File: src/rtl/cpuseq_pkg.sv
// Shared constants and types of the processor-side bus sequencer.
// Assumes one clock at double rate; two clock periods make one bus state.
package cpuseq_pkg;

	// Bus widths: address pins carry word address bits 23..1
	localparam int unsigned ADDR_W = 23;
	localparam int unsigned DATA_W = 16;
	localparam int unsigned BE_W = 2;
	localparam int unsigned VEC_W = 8;

	// Timing: input clock period and clocks per bus state
	localparam int unsigned CLK_PERIOD_NS = 100;
	localparam int unsigned CLKS_PER_STATE = 2;
	localparam logic PHASE_ONE = 1'b0;
	localparam logic PHASE_TWO = 1'b1;

	// Packed request word layout in the request buffer
	localparam int unsigned REQ_WDATA_LSB = 0;
	localparam int unsigned REQ_ADDR_LSB = 16;
	localparam int unsigned REQ_BE_LSB = 39;
	localparam int unsigned REQ_WR_BIT = 41;
	localparam int unsigned REQ_DC_BIT = 42;
	localparam int unsigned REQ_MIO_BIT = 43;
	localparam int unsigned REQ_LOCK_BIT = 44;
	localparam int unsigned REQ_W = 45;

	// Interrupt acknowledge cycle addresses and byte enables
	localparam logic [22:0] INTA1_ADDR = 23'h000002;
	localparam logic [22:0] INTA2_ADDR = 23'h000000;
	localparam logic [1:0] INTERRUPT_ACKNOWLEDGE_CYCLE_BE_N = 2'h2;
	localparam logic [2:0] INTERRUPT_ACKNOWLEDGE_CYCLE_GAP_LAST = 3'h3;
	localparam logic [2:0] GAP_CNT_RST = 3'h0;

	// Reset values of the bus pins
	localparam logic [22:0] ADDR_RST = 23'h000000;
	localparam logic [1:0] BE_N_IDLE = 2'h3;
	localparam logic [15:0] DATA_RST = 16'h0000;
	localparam logic [7:0] VEC_RST = 8'h00;

	// Bus states
	typedef enum logic [2:0] {
		st_idle = 3'b000,
		st_first = 3'b001,
		st_second = 3'b010,
		st_pipe_first = 3'b011,
		st_pipe_next = 3'b100,
		st_pipe_no_next = 3'b101
	} cpuseq_bus_state_type;

	// Interrupt acknowledge sequence
	typedef enum logic [2:0] {
		ia_off = 3'b000,
		ia_req1 = 3'b001,
		ia_busy1 = 3'b010,
		ia_gap = 3'b011,
		ia_busy2 = 3'b100
	} cpuseq_interrupt_acknowledge_cycle_state_type;

endpackage

File: src/rtl/cpuseq_bus_unit.sv
// Bus cycle sequencer for a 16-bit demultiplexed local bus with
// pipelined addressing, locked cycles and interrupt acknowledge.
// Assumes external logic answers every cycle with ready_n_in.
`timescale 1ns/1ps
module cpuseq_bus_unit (
	input wire logic clk_sys_in,
	input wire logic rstn_in,
	input wire logic req_valid_in,
	output logic req_ready_out,
	input wire logic [22:0] req_addr_in,
	input wire logic [1:0] req_be_n_in,
	input wire logic req_write_in,
	input wire logic req_data_ctl_in,
	input wire logic req_mem_io_in,
	input wire logic req_lock_in,
	input wire logic [15:0] req_wdata_in,
	output logic rd_valid_out,
	output logic [15:0] rd_data_out,
	input wire logic maskable_interrupt_request_in,
	input wire logic maskable_interrupt_request_enable_in,
	output logic vector_valid_out,
	output logic [7:0] vector_out,
	output logic address_strobe_n_out,
	output logic [22:0] addr_out,
	output logic high_byte_enable_n_out,
	output logic low_byte_enable_n_out,
	output logic write_read_out,
	output logic data_control_out,
	output logic mem_io_out,
	output logic bus_lock_n_out,
	input wire logic [15:0] data_in,
	output logic [15:0] data_out,
	output logic data_oe_out,
	input wire logic ready_n_in,
	input wire logic next_address_request_n_in
);
	cpuseq_pkg::cpuseq_bus_state_type state_ff; // Current bus state
	cpuseq_pkg::cpuseq_bus_state_type nxt_state; // State at the state end
	cpuseq_pkg::cpuseq_interrupt_acknowledge_cycle_state_type interrupt_acknowledge_cycle_ff; // Acknowledge sequence
	logic phase_ff; // Phase within the bus state
	logic na_seen_ff; // Next-address request seen in this cycle
	logic [2:0] gap_cnt_ff; // Idle states counted between acknowledges
	logic [cpuseq_pkg::REQ_W-1:0] buf_data; // Head of request buffer
	logic buf_valid; // Buffer holds a request
	// Fields of the request about to be issued
	logic [22:0] src_addr;
	logic [1:0] src_be_n;
	logic src_wr, src_dc, src_mio, src_lock, src_interrupt_acknowledge_cycle, src_inta2;
	logic [15:0] src_wdata;
	// Issued but not yet started cycle (pipelined address)
	logic pnd_wr_ff, pnd_lock_ff, pnd_interrupt_acknowledge_cycle_ff, pnd_inta2_ff;
	logic [15:0] pnd_wdata_ff;
	// Cycle now in progress
	logic cur_wr_ff, cur_interrupt_acknowledge_cycle_ff, cur_inta2_ff;
	logic [15:0] cur_wdata_ff;
	logic state_end; // Last clock of a bus state
	logic in_second; // Any second-type state
	logic ack; // Cycle acknowledged this clock
	logic pending; // Internal request waiting
	logic interrupt_acknowledge_cycle_src; // Acknowledge sequence owns the next issue
	logic issue; // Next address placed on the bus
	logic pop; // Request buffer head consumed

	// Request buffer between core and sequencer
	cpuseq_buf2 #(
		.WIDTH(cpuseq_pkg::REQ_W)
	) u_req_buf (
		.clk_sys_in(clk_sys_in),
		.rstn_in(rstn_in),
		.in_valid_in(req_valid_in),
		.in_ready_out(req_ready_out),
		.in_data_in({req_lock_in, req_mem_io_in, req_data_ctl_in,
			req_write_in, req_be_n_in, req_addr_in, req_wdata_in}),
		.out_valid_out(buf_valid),
		.out_ready_in(pop),
		.out_data_out(buf_data)
	);

	assign state_end = (phase_ff == cpuseq_pkg::PHASE_TWO);
	assign in_second = (state_ff == cpuseq_pkg::st_second) ||
		(state_ff == cpuseq_pkg::st_pipe_next) ||
		(state_ff == cpuseq_pkg::st_pipe_no_next);
	// Ready counts only at the end of second-type states
	assign ack = state_end & in_second & ~ready_n_in;
	// Acknowledge source: first request, or the fourth idle state end
	assign interrupt_acknowledge_cycle_src = (interrupt_acknowledge_cycle_ff == cpuseq_pkg::ia_req1) ||
		((interrupt_acknowledge_cycle_ff == cpuseq_pkg::ia_gap) &&
		(gap_cnt_ff == cpuseq_pkg::INTERRUPT_ACKNOWLEDGE_CYCLE_GAP_LAST) &&
		(state_ff == cpuseq_pkg::st_idle));
	// Buffer is held off for the whole acknowledge sequence
	assign pending = interrupt_acknowledge_cycle_src ||
		((interrupt_acknowledge_cycle_ff == cpuseq_pkg::ia_off) && buf_valid);
	assign issue = state_end && ((nxt_state == cpuseq_pkg::st_first) ||
		((nxt_state == cpuseq_pkg::st_pipe_next) &&
		(state_ff != cpuseq_pkg::st_pipe_next)));
	assign pop = issue & ~interrupt_acknowledge_cycle_src;

	// Select the fields of the next request
	always_comb begin
		src_interrupt_acknowledge_cycle = interrupt_acknowledge_cycle_src;
		src_inta2 = (interrupt_acknowledge_cycle_ff == cpuseq_pkg::ia_gap);
		if (interrupt_acknowledge_cycle_src) begin
			src_addr = src_inta2 ? cpuseq_pkg::INTA2_ADDR :
				cpuseq_pkg::INTA1_ADDR;
			src_be_n = cpuseq_pkg::INTERRUPT_ACKNOWLEDGE_CYCLE_BE_N;
			src_wr = 1'b0;
			src_dc = 1'b0;
			src_mio = 1'b0;
			src_lock = 1'b1;
			src_wdata = cpuseq_pkg::DATA_RST;
		end else begin
			src_addr = buf_data[cpuseq_pkg::REQ_ADDR_LSB +: 23];
			src_be_n = buf_data[cpuseq_pkg::REQ_BE_LSB +: 2];
			src_wr = buf_data[cpuseq_pkg::REQ_WR_BIT];
			src_dc = buf_data[cpuseq_pkg::REQ_DC_BIT];
			src_mio = buf_data[cpuseq_pkg::REQ_MIO_BIT];
			src_lock = buf_data[cpuseq_pkg::REQ_LOCK_BIT];
			src_wdata = buf_data[cpuseq_pkg::REQ_WDATA_LSB +: 16];
		end
	end

	// State that follows at the end of the current state
	always_comb begin
		nxt_state = state_ff;
		case (state_ff)
			cpuseq_pkg::st_idle: begin
				// Always a plain cycle out of idle
				if (pending) begin
					nxt_state = cpuseq_pkg::st_first;
				end
			end
			cpuseq_pkg::st_first: begin
				nxt_state = cpuseq_pkg::st_second;
			end
			cpuseq_pkg::st_pipe_first: begin
				if (pending && na_seen_ff) begin
					nxt_state = cpuseq_pkg::st_pipe_next;
				end else if (pending) begin
					nxt_state = cpuseq_pkg::st_second;
				end else begin
					nxt_state = cpuseq_pkg::st_pipe_no_next;
				end
			end
			cpuseq_pkg::st_pipe_next: begin
				// Cycle ending here keeps pipelining
				if (ack) begin
					nxt_state = cpuseq_pkg::st_pipe_first;
				end
			end
			default: begin
				// Plain or no-next second state
				if (ack) begin
					nxt_state = pending ? cpuseq_pkg::st_first :
						cpuseq_pkg::st_idle;
				end else if (pending && na_seen_ff) begin
					nxt_state = cpuseq_pkg::st_pipe_next;
				end
			end
		endcase
	end

	// Phase and bus state registers
	always_ff @(posedge clk_sys_in or negedge rstn_in) begin
		if (!rstn_in) begin
			phase_ff <= cpuseq_pkg::PHASE_ONE;
			state_ff <= cpuseq_pkg::st_idle;
		end else begin
			phase_ff <= ~phase_ff;
			if (state_end) begin
				state_ff <= nxt_state;
			end
		end
	end

	// Next-address sampling at each phase-one end once address settled
	always_ff @(posedge clk_sys_in or negedge rstn_in) begin
		if (!rstn_in) begin
			na_seen_ff <= 1'b0;
		end else if (state_end && ((nxt_state == cpuseq_pkg::st_first) ||
			(nxt_state == cpuseq_pkg::st_pipe_first) ||
			(nxt_state == cpuseq_pkg::st_idle))) begin
			na_seen_ff <= 1'b0;
		end else if (!state_end && !next_address_request_n_in &&
			state_ff != cpuseq_pkg::st_first) begin
			na_seen_ff <= 1'b1;
		end
	end

	// Address, byte enables and cycle definition pins
	always_ff @(posedge clk_sys_in or negedge rstn_in) begin
		if (!rstn_in) begin
			addr_out <= cpuseq_pkg::ADDR_RST;
			high_byte_enable_n_out <= 1'b1;
			low_byte_enable_n_out <= 1'b1;
			write_read_out <= 1'b0;
			data_control_out <= 1'b0;
			mem_io_out <= 1'b0;
		end else if (issue) begin
			// Held through every repeated state until the next issue
			addr_out <= src_addr;
			{high_byte_enable_n_out, low_byte_enable_n_out} <= src_be_n;
			write_read_out <= src_wr;
			data_control_out <= src_dc;
			mem_io_out <= src_mio;
		end
	end

	// Address strobe: phase one of a plain first state, whole next-addr
	always_ff @(posedge clk_sys_in or negedge rstn_in) begin
		if (!rstn_in) begin
			address_strobe_n_out <= 1'b1;
		end else if (state_end) begin
			address_strobe_n_out <= ~((nxt_state == cpuseq_pkg::st_first) ||
				(nxt_state == cpuseq_pkg::st_pipe_next));
		end else if (state_ff == cpuseq_pkg::st_first) begin
			address_strobe_n_out <= 1'b1;
		end
	end

	// Issued-but-waiting cycle and cycle in progress
	always_ff @(posedge clk_sys_in or negedge rstn_in) begin
		if (!rstn_in) begin
			pnd_wr_ff <= 1'b0;
			pnd_lock_ff <= 1'b0;
			pnd_interrupt_acknowledge_cycle_ff <= 1'b0;
			pnd_inta2_ff <= 1'b0;
			pnd_wdata_ff <= cpuseq_pkg::DATA_RST;
			cur_wr_ff <= 1'b0;
			cur_interrupt_acknowledge_cycle_ff <= 1'b0;
			cur_inta2_ff <= 1'b0;
			cur_wdata_ff <= cpuseq_pkg::DATA_RST;
		end else begin
			if (issue) begin
				pnd_wr_ff <= src_wr;
				pnd_lock_ff <= src_lock;
				pnd_interrupt_acknowledge_cycle_ff <= src_interrupt_acknowledge_cycle;
				pnd_inta2_ff <= src_inta2;
				pnd_wdata_ff <= src_wdata;
			end
			if (issue && nxt_state == cpuseq_pkg::st_first) begin
				cur_wr_ff <= src_wr;
				cur_interrupt_acknowledge_cycle_ff <= src_interrupt_acknowledge_cycle;
				cur_inta2_ff <= src_inta2;
				cur_wdata_ff <= src_wdata;
			end else if (state_end &&
				nxt_state == cpuseq_pkg::st_pipe_first) begin
				cur_wr_ff <= pnd_wr_ff;
				cur_interrupt_acknowledge_cycle_ff <= pnd_interrupt_acknowledge_cycle_ff;
				cur_inta2_ff <= pnd_inta2_ff;
				cur_wdata_ff <= pnd_wdata_ff;
			end
		end
	end

	// Data drive: from phase two of a first state, held through phase one
	// of the state after acknowledge
	always_ff @(posedge clk_sys_in or negedge rstn_in) begin
		if (!rstn_in) begin
			data_oe_out <= 1'b0;
			data_out <= cpuseq_pkg::DATA_RST;
		end else if (!state_end) begin
			if (state_ff == cpuseq_pkg::st_first ||
				state_ff == cpuseq_pkg::st_pipe_first) begin
				data_oe_out <= cur_wr_ff;
				data_out <= cur_wdata_ff;
			end else if (!in_second) begin
				data_oe_out <= 1'b0;
			end
		end
	end

	// Read data and vector capture at acknowledge
	always_ff @(posedge clk_sys_in or negedge rstn_in) begin
		if (!rstn_in) begin
			rd_valid_out <= 1'b0;
			rd_data_out <= cpuseq_pkg::DATA_RST;
			vector_valid_out <= 1'b0;
			vector_out <= cpuseq_pkg::VEC_RST;
		end else begin
			rd_valid_out <= ack & ~cur_wr_ff & ~cur_interrupt_acknowledge_cycle_ff;
			vector_valid_out <= ack & cur_inta2_ff;
			if (ack && !cur_wr_ff && !cur_interrupt_acknowledge_cycle_ff) begin
				rd_data_out <= data_in;
			end
			// First acknowledge data is dropped
			if (ack && cur_inta2_ff) begin
				vector_out <= data_in[7:0];
			end
		end
	end

	// Bus lock: set as a locked cycle starts, released at last ack
	always_ff @(posedge clk_sys_in or negedge rstn_in) begin
		if (!rstn_in) begin
			bus_lock_n_out <= 1'b1;
		end else if (issue && nxt_state == cpuseq_pkg::st_first &&
			src_lock) begin
			bus_lock_n_out <= 1'b0;
		end else if (state_end && nxt_state == cpuseq_pkg::st_pipe_first &&
			pnd_lock_ff) begin
			bus_lock_n_out <= 1'b0;
		end else if (ack && !(cur_interrupt_acknowledge_cycle_ff && !cur_inta2_ff)) begin
			bus_lock_n_out <= 1'b1;
		end
	end

	// Interrupt acknowledge sequence
	always_ff @(posedge clk_sys_in or negedge rstn_in) begin
		if (!rstn_in) begin
			interrupt_acknowledge_cycle_ff <= cpuseq_pkg::ia_off;
			gap_cnt_ff <= cpuseq_pkg::GAP_CNT_RST;
		end else begin
			case (interrupt_acknowledge_cycle_ff)
				cpuseq_pkg::ia_off: begin
					if (maskable_interrupt_request_in && maskable_interrupt_request_enable_in) begin
						interrupt_acknowledge_cycle_ff <= cpuseq_pkg::ia_req1;
					end
				end
				cpuseq_pkg::ia_req1: begin
					if (issue) begin
						interrupt_acknowledge_cycle_ff <= cpuseq_pkg::ia_busy1;
					end
				end
				cpuseq_pkg::ia_busy1: begin
					if (ack && cur_interrupt_acknowledge_cycle_ff) begin
						interrupt_acknowledge_cycle_ff <= cpuseq_pkg::ia_gap;
						gap_cnt_ff <= cpuseq_pkg::GAP_CNT_RST;
					end
				end
				cpuseq_pkg::ia_gap: begin
					// Count idle states; fourth one issues second cycle
					if (issue) begin
						interrupt_acknowledge_cycle_ff <= cpuseq_pkg::ia_busy2;
					end else if (state_end &&
						state_ff == cpuseq_pkg::st_idle) begin
						gap_cnt_ff <= gap_cnt_ff + 3'h1;
					end
				end
				default: begin
					if (ack && cur_inta2_ff) begin
						interrupt_acknowledge_cycle_ff <= cpuseq_pkg::ia_off;
					end
				end
			endcase
		end
	end
endmodule

File: src/rtl/cpuseq_buf2.sv
// Two-entry request buffer with valid and ready on both sides.
// Assumes the drain side may hold out_ready low for any time.
`timescale 1ns/1ps
module cpuseq_buf2 #(
	parameter int unsigned WIDTH = cpuseq_pkg::REQ_W
) (
	input wire logic clk_sys_in,
	input wire logic rstn_in,
	input wire logic in_valid_in,
	output logic in_ready_out,
	input wire logic [WIDTH-1:0] in_data_in,
	output logic out_valid_out,
	input wire logic out_ready_in,
	output logic [WIDTH-1:0] out_data_out
);
	logic [WIDTH-1:0] slot_ff [2]; // Slot 0 is the head
	logic v0_ff; // Head holds a word
	logic v1_ff; // Tail holds a word
	logic nxt_v0;
	logic nxt_v1;
	logic push;
	logic pop;

	assign push = in_valid_in & in_ready_out;
	assign pop = out_ready_in & v0_ff;
	assign out_valid_out = v0_ff;
	assign out_data_out = slot_ff[0];

	// Next occupancy
	always_comb begin
		nxt_v0 = v0_ff;
		nxt_v1 = v1_ff;
		if (pop) begin
			nxt_v0 = v1_ff | push;
			nxt_v1 = v1_ff & push;
		end else if (push) begin
			nxt_v0 = 1'b1;
			nxt_v1 = v0_ff;
		end
	end

	// Occupancy and ready; ready is low only when both slots fill
	always_ff @(posedge clk_sys_in or negedge rstn_in) begin
		if (!rstn_in) begin
			v0_ff <= 1'b0;
			v1_ff <= 1'b0;
			in_ready_out <= 1'b1;
		end else begin
			v0_ff <= nxt_v0;
			v1_ff <= nxt_v1;
			in_ready_out <= ~(nxt_v0 & nxt_v1);
		end
	end

	// Storage moves forward on a pop, fills the first free slot on a push
	always_ff @(posedge clk_sys_in) begin
		if (pop) begin
			if (v1_ff) begin
				slot_ff[0] <= slot_ff[1];
			end else begin
				slot_ff[0] <= in_data_in;
			end
			if (v1_ff & push) begin
				slot_ff[1] <= in_data_in;
			end
		end else if (push) begin
			if (v0_ff) begin
				slot_ff[1] <= in_data_in;
			end else begin
				slot_ff[0] <= in_data_in;
			end
		end
	end
endmodule

File: config.mk
export PLATFORM = sky130hd
export DESIGN_NAME = cpuseq_bus_unit
export DESIGN_NICKNAME = d
export VERILOG_FILES = /design/src/rtl/cpuseq_pkg.sv /design/src/rtl/cpuseq_bus_unit.sv /design/src/rtl/cpuseq_buf2.sv
export SDC_FILE = /design/constraint.sdc
export NUM_CORES = 1
export LEC_CHECK = 0
export BUFFER_PORTS_ARGS = -buffer_cell sky130_fd_sc_hd__buf_2
export CORE_ASPECT_RATIO = 1.4
export CORE_MARGIN = 2
export CORE_UTILIZATION = 40
export CTS_CLUSTER_SIZE = 14
export DETAILED_ROUTE_END_ITERATION = 10
export PLACE_DENSITY_LB_ADDON = 0.2
export SLEW_MARGIN = 30
export SYNTH_ARGS = -nofsm -noshare
export SYNTH_HDL_FRONTEND = slang
export SYNTH_HIERARCHICAL = 1
export SYNTH_SLANG_ARGS = --single-unit
export TNS_END_PERCENT = 30
File: constraint.sdc
create_clock -name clk_sys_in -period 4.28 [get_ports clk_sys_in]
set_input_delay 0.428 -clock clk_sys_in [delete_from_list [all_inputs] [get_ports clk_sys_in]]
set_output_delay 0.428 -clock clk_sys_in [all_outputs]
set_load 0.01 [all_outputs]
After elaboration in Yosys (flattened, before gate mapping)
Memories as Yosys holds them, arrays and structs flattened.
Index checks and enable logic that the tools add are counted.
{"block": "op_classes", "addsub": 1, "n_eq_ne": 21, "n_mux": 67, "bitwise_logic": 21, "n_reduce_logical": 49}
{"cell": "$mux 45", "count": 3}
{"cell": "$mux 16", "count": 3}
{"cell": "$mux 3", "count": 14}
{"cell": "$mux 1", "count": 41}
{"cell": "$pmux 3 s4", "count": 2}
{"cell": "$mux 23", "count": 1}
{"cell": "$logic_and 1x1->1", "count": 21}
{"cell": "$eq 3x2->1 const B", "count": 6}
{"cell": "$and 1x1->1", "count": 10}
{"cell": "$eq 3x1->1 const B", "count": 3}
{"cell": "$eq 3x3->1 const B", "count": 3}
{"cell": "$logic_not 3->1", "count": 3}
{"cell": "$logic_or 1x1->1", "count": 9}
{"cell": "$ne 2x1->1 const B", "count": 4}
{"cell": "$reduce_bool 2->1", "count": 4}
{"cell": "$not 1->1", "count": 7}
{"cell": "$logic_not 1->1", "count": 6}
{"cell": "$ne 2x2->1 const B", "count": 3}
{"cell": "$pmux 3 s2", "count": 1}
{"cell": "$reduce_and 5->1", "count": 1}
{"cell": "$reduce_bool 5->1", "count": 1}
{"cell": "$mux 2", "count": 2}
{"cell": "$or 1x1->1", "count": 4}
{"cell": "$reduce_and 2->1", "count": 2}
{"cell": "other kinds (5)", "count": 5}
{"block": "totals", "ff_bits": 125, "ramBits": 90, "input_bits": 68, "output_inout_bits": 74, "elab_cells": 190, "mem_count": 1}
{"name": "u_req_buf.slot_ff", "words": 2, "width": 45, "rd": 2, "rd_ports_with_merged_regs": 0, "wr": 2, "line": "cpuseq_buf2.sv:16", "rtl": "logic [WIDTH-1:0] slot_ff [2];"}

Longest topological paths before layout
Gate-level depths: netlist of the first run.
{"block": "depth", "word_depth": 19, "mapped_depth": 13, "depth_no_buf": 10}

Modules after synthesis
Netlist of the first run, hierarchy kept.
{"mod": "cpuseq_bus_unit", "instances": 1, "cells_each": 470, "area_each_um2": 5391.4, "seq_area_each_um2": 3057.9}
{"mod": "cpuseq_buf2", "instances": 1, "cells_each": 201, "area_each_um2": 3746.1, "seq_area_each_um2": 2778.9}

Least setup slack after synthesis of the first run
OpenSTA, ideal clock, no wires.
{"block": "synth_path", "kind": "reg2reg", "from": "reg u_req_buf.in_ready_out", "to": "mem u_req_buf/slot_ff[0][0] (netlist name) (enable)", "setup_time_ps": 510, "arrival_time_ps": 3940, "t_required_ps": 3770, "path_slack_ps": -170, "path_stages_with_launch": 3, "n_path_buf": 0, "period_less_slack_ps": 4450, "cell_sequence": "dfstp_2 -> nand2_1 -> o21ai_0"}
{"element": "start: declaration", "line": "cpuseq_buf2.sv:10", "rtl": "output logic in_ready_out,"}
{"element": "start signal: assignment", "line": "cpuseq_buf2.sv:51", "rtl": "in_ready_out <= ~(nxt_v0 & nxt_v1);"}
{"element": "end: declaration", "line": "cpuseq_buf2.sv:16"}

==> key figures, run 1 <==
Timing
  – Total Neg Setup Slack: 0 ps
  – Slew headroom: 50.56%
  – Final worst slack: 724.1 ps
  – Clock skew: 17.52 ps
  – Max frequency: 281.2 MHz
  – Final Setup Violations: 0
  – Worst Max-Slew Pin Slew: 739.8 ps
  – Max-slew violations: 0
  – RSZ-0062 raised after global routing: no
  – Fin crit period: 3556 ps
  – Final hold viol count: 0
  – Crit share post-route: 83.08%

Power
  – Pwr/cell area: 419.1 nW/um2
  – Pleak: 4.884 nW
  – Worst VDD drop: 364.9 uV

Clock network
  – CTS sink cnt: 215
  – Reg clk slew, reported paths: 60 ps
  – Post-CTS setup buffers: 0
  – CTS Root Cell: clkbuf_16
  – H-tree depth: 1
  – CTS tree: yes
  – TritonCTS Buffers: 22
  – Maximum clock path buffer count: 3
  – Clock Latency Late Sink: 500 ps
  – CTS resizes: 0

Hold path
  – Hold path start: req_write_in
  – Worst Hold Class: in2reg

Route
  – Avg Vias per Cell: 4.912
  – Antenna Nets Post-Route: 0
  – Number of DRC markers in iteration 0: 273
  – Post-Route WL: 17730 um
  – Vias: 5329
  – Routed wire per std cell: 16.34 um
  – # DRC: 0
  – TritonRoute pass-1 iters: 4

Global route
  – Vias in the first global route: 5606
  – Largest net degree at the start of global routing: 52
  – Initial antenna violation count: 0
  – First-pass GRT wire length: 29040 um
  – Gr usage total: 14.69%
  – Aggregate global routing overflow: 0

Yosys
  – Top-count cell post-synth: dfrtp_1
  – Synth Area in Compound Gates: 7.490%
  – Synth Cell Area: 9138 um2
  – Main combinational cell family by area after synthesis: multiplexers
  – Post-synth net total: 741
  – Synth top cells by count: 120 x dfrtp_1, 105 x mux2_2, 90 x edfxtp_1
  – Prevailing post-synth register cell: dfrtp_1
  – Top cell type by total area after synthesis: dfrtp_1
  – Post-synthesis mux area share: 15.82%
  – Post-synthesis sequential area ratio: 63.88%
  – Synthesis-stage register bit count: 215
  – Post-synth top area share: 32.86%
  – Ys Warns: 6
  – Average cell area after synthesis: 13.62 um2
  – Synth top area cells: dfrtp_1 33%, edfxtp_1 30%, mux2_2 13%
  – Adder-Cell Fraction of Synth Area: 0.2739%
  – EDFF count, synth: 90
  – Synth async-reset ratio: 58.14%
  – Distinct cells, synth: 52
  – Syn Inst Count: 671
  – Simple-gate share of the synthesized area: 6.162%
  – Synth Area in XOR/XNOR: 0%

Worst setup path
  – Required @ worst endpoint: 4520 ps
  – Critical Path Source: phase_ff
  – Crit. End Element: register
  – WS Path Type: reg2reg
  – Worst R2R End: u_req_buf/slot_ff[0][19]
  – Critical Path AT: 3800 ps
  – Critical path fanouts, max: 26
  – RR Startpoint: phase_ff
  – R2r setup slk: 720 ps
  – Startpoint Class: register
  – Worst-case reg-to-reg path depth: 10
  – End of the critical path: u_req_buf/slot_ff[0][19]

Place
  – Gpl congestion: 0.9140
  – DP HPWL: 12210 um
  – Pre-CTS setup slack: 766.6 ps
  – PortBufs: 141

Floorplanning
  – Die width: 131.7 um
  – IO Count: 142
  – Row cnt: 65
  – Die area: 24090 um2
  – Core footprint: 22530 um2
  – Initial core utilization: 40.56%
  – Die height: 182.8 um

Final layout
  – N_diodes: 0
  – Fillers: 2043
  – Layout cells sized above 1: 40.18%
  – Synth-to-layout area growth: 15.65%
  – Fin nets: 838

Job
  – Max_cap viols: 0

Status
  – Status: complete, no violations
cells in the final DEF, fill, tap and decap left out, types with 18 or more instances in the layout:
cell type / netlist / layout
a21oi_1: 27 / 26
buf_2: 9 / 140
clkbuf_16: 0 / 23
dfrtp_1: 120 / 120
edfxtp_1: 90 / 90
mux2_2: 105 / 105
mux2i_1: 18 / 18
nand2_1: 37 / 37
nor2_1: 32 / 31
o21ai_0: 61 / 60
cell families (layout without fill, tap and decap cells):
group	after synthesis	in the layout
AND/OR/NAND/NOR	113	113
flip-flops	215	215
AO/OA/AOI/OAI	119	119
buffers and inverters	93	206
adder cells (fa/ha/maj)	2	2
multiplexers	129	129
sequential cells by signal, indices dropped and copies added (netlist names), 3 cells and up:
name / count
rd_data_out: 16
state_ff: 3
u_req_buf/slot_ff: 90
data_out: 16
gap_cnt_ff: 3
pnd_wdata_ff: 16
addr_out: 23
cur_wdata_ff: 16
vector_out: 8
interrupt_acknowledge_cycle_ff: 3
routing by layer:
layer	vias up	global-route usage [%]	share of wire, %
li1	2541	-	-
met1	2595	17.78	42
met2	162	25.55	49
met3	31	3.952	6.9
met4	0	4.783	1.9
met5	-	0	0
per-stage QoR:
stage | power [mW] | cells | hold slack, ps | utilization (%) | instance area, um2
4_1_cts | 4.496 | 1084 | 94.82 | 46.79 | 10540
3_5_place_dp | 2.646 | 1043 | 478.5 | 43.65 | 9834
6_report | 4.429 | 1085 | 116.9 | 46.91 | 10570
2_1_floorplan | 2.524 | 671 | 132.4 | - | 9138
3_3_place_gp | 2.628 | 1042 | 465.2 | 43.53 | 9807
5_1_grt | 4.609 | 1085 | 93.71 | 46.91 | 10570
timing repair:
item                                    4_1_cts  5_1_grt
hold endpoints to repair                     47        0
hold buffers                                  1        0
endpoints found under the setup margin        0        0
layout make-up:
| class | instances | area, um2 | area share, % |
|---|---|---|---|
| clock inverter | 9 | 50.05 | 0.4736 |
| inverter | 11 | 41.29 | 0.3907 |
| sequential | 215 | 5837 | 55.23 |
| multi-input combinational | 363 | 2761 | 26.13 |
| tap | 301 | 376.6 | 3.564 |
| timing repair buffer | 155 | 855.8 | 8.099 |
| clock buffer | 31 | 645.6 | 6.109 |
worst min-delay path by stage:
stage | slack [ps] | endpoint | cells after the start
final | 120 | u_req_buf/slot_ff[0][86] | 1
after detailed placement | 480 | pnd_inta2_ff | 1
after floorplan | 130 | addr_out[0] | 0
after global placement | 470 | gap_cnt_ff[0] | 1
after global routing | 90 | u_req_buf/slot_ff[0][69] | 1
after CTS | 90 | u_req_buf/slot_ff[0][85] | 1
critical path, stage by stage, from the launching register on:
cell,delay [ps]
dfrtp_1,510
nand2b_1,340
a31oi_1,160
o21ai_0,500
a211oi_4,130
or2_2,330
nor2_1,230
nand2_2,160
mux2i_4,190
buf_4,350
mux2_2,380
report_power, final:
| part | internal, mW | switching (mW) |
|---|---|---|
| combinational | 0.147 | 0.159 |
| clock | 1.05 | 0.775 |
| sequential | 2.26 | 0.0306 |
| total | 3.46 | 0.965 |
(Power assumes the default switching activity.)
==> run 2, diff against run 1 <==
clock period = 3.7 ns   (was 4.28 ns; I/O delays follow)
==> run 2 against run 1 <==
Effect of this change: sequential share of layout area barely moved; critical path type unchanged; sequential power rose by 16%; die area did not move; first-iteration DRC count fell by 16%; flip-flop and latch count did not move; design area barely moved; worst setup slack got worse by 520 ps.
==> key figures, run 2 (synthesis gave the netlist of run 1 again) <==
Status
  – Status: complete, no violations

Place
  – Gpl congestion: 0.8638
  – PortBufs: 141
  – Placed insts: 1045
  – DP HPWL: 12120 um

Worst setup path
  – R2r setup slk: 200 ps
  – Startpoint Class: register
  – Worst R2R End: u_req_buf/slot_ff[0][8]
  – Critical path fanouts, max: 45
  – Crit. End Element: register
  – Required @ worst endpoint: 3940 ps
  – Worst-case reg-to-reg path depth: 10
  – WS Path Type: reg2reg
  – RR Startpoint: state_ff[0]
  – Critical Path AT: 3740 ps

Final layout
  – Layout cells sized above 1: 40.38%
  – Fin nets: 839
  – Largest register FFs: 90
  – Leading cell type in the layout, fill and taps excluded: buf_2
  – Synth-to-layout area growth: 15.72%
  – Most frequent cells in the layout: 140 x buf_2, 120 x dfrtp_1, 105 x mux2_2, 90 x edfxtp_1, 60 x o21ai_0
  – Largest register by flop count: u_req_buf/slot_ff
  – Utilization after layout: 46.94%
  – Biggest regs: u_req_buf/slot_ff x90, addr_out x23
  – N_diodes: 0
  – Fin cells: 1086

Global route
  – Aggregate global routing overflow: 0
  – Gr usage total: 15.25%
  – First-pass GRT wire length: 30040 um
  – Initial antenna violation count: 0
  – Vias in the first global route: 5735
  – Largest net degree at the start of global routing: 76

Floorplanning
  – IO Count: 142
  – Die area: 24090 um2
  – Die width: 131.7 um
  – Initial core utilization: 40.56%
  – Core footprint: 22530 um2
  – Row cnt: 65
  – Die height: 182.8 um

Clock network
  – TritonCTS Buffers: 22
  – Clock Latency Late Sink: 500 ps
  – CTS tree: yes
  – CTS sink cnt: 215
  – CTS Root Cell: clkbuf_16
  – CTS resizes: 0
  – H-tree depth: 1
  – Maximum clock path buffer count: 3
  – Reg clk slew, reported paths: 60 ps

Hold path
  – Hold Path End: u_req_buf/slot_ff[0][75]
  – Hold path cells: 1
  – Worst Hold Class: in2reg
  – Hold path start: req_addr_in[14]

Timing
  – Fin crit period: 3496 ps
  – Crit share post-route: 94.48%
  – Clock skew: 20.43 ps
  – Max frequency: 286.1 MHz
  – Slew headroom: 40.56%
  – Final Setup Violations: 0
  – Final hold viol count: 0
  – Worst Max-Slew Pin Slew: 888.2 ps
  – Worst hold margin: 56.16 ps
  – Max-slew violations: 0
  – RSZ-0062 raised after global routing: no

Route
  – Avg Vias per Cell: 4.953
  – TritonRoute pass-1 iters: 4
  – Number of DRC markers in iteration 0: 229
  – Routed wire per std cell: 16.55 um
  – # DRC: 0
  – Antenna Nets Post-Route: 0
  – Vias: 5379
  – Post-Route WL: 17980 um

Job
  – Max_cap viols: 0

Power
  – Worst VDD drop: 359.0 uV
  – Pwr Total: 5.176 mW
  – Pwr/cell area: 489.5 nW/um2
  – Pleak: 4.879 nW
==> run 2: layout make-up <==
| class | instances | area, um2 |
|---|---|---|
| Clock buffer | 29 | 628.1 |
| Clock inverter | 11 | 90.09 |
| Fill cell | 2058 | 11950 |
| Inverter | 11 | 41.29 |
| Multi-Input combinational cell | 363 | 2761 |
| Sequential cell | 215 | 5837 |
| Tap cell | 301 | 376.6 |
| Timing Repair Buffer | 156 | 839.6 |
==> run 2: critical path: stages (launching register included) <==
cell and delay [ps]:
dfrtp_1 500, or2_4 330, nor4b_4 420, o22a_1 280
a211oi_4 60, or2_2 330, nor2_1 240, nand2_2 170
mux2i_4 220, buf_12 280, mux2_2 380
==> run 2: timing repair <==
item,4_1_cts,5_1_grt
setup endpoints to repair,0,0
endpoints found under the hold margin,0,69
hold buffers,0,1
setup buffers,0,0
==> run 2: per-layer routing <==
metal | up-vias | wire length [um] | global-route usage [%]
met2 | 148 | 8729 | 26.22
met1 | 2650 | 7818 | 19.41
li1 | 2556 | - | -
met4 | 0 | 333 | 4.174
met3 | 25 | 1097 | 3.538
met5 | - | 0 | 0
==> run 2: worst max-delay path by stage <==
stage                                       from                  endpoint  slack [ps]  cells after the start
2_1_floorplan  interrupt_acknowledge_cycle_ff[0]  u_req_buf/slot_ff[0][45]          -4                     12
3_3_place_gp                         state_ff[0]   u_req_buf/slot_ff[0][7]         380                     10
3_5_place_dp                         state_ff[0]  u_req_buf/slot_ff[0][14]         240                     10
4_1_cts                              state_ff[0]   u_req_buf/slot_ff[0][7]         200                     10
5_1_grt                              state_ff[0]   u_req_buf/slot_ff[0][7]          60                     10
6_report                             state_ff[0]   u_req_buf/slot_ff[0][8]         200                     10
==> run 2: through the flow <==
| stage | setup TNS [ps] | setup slack (ps) | area [um2] |
|---|---|---|---|
| after global placement | 0 | 380.2 | 9842 |
| after global routing | 0 | 55.53 | 10570 |
| after CTS | 0 | 199.3 | 10560 |
| after detailed placement | 0 | 241.3 | 9842 |
| after floorplan | -188.8 | -4.195 | 9144 |
| final | 0 | 204.4 | 10570 |
==> run 2: power breakdown <==
part	switching, mW	internal (mW)	leakage, nW	total, mW
sequential	0.0353	2.62	2.48	2.65
combinational	0.189	0.173	2.05	0.362
clock	0.892	1.27	0.348	2.16
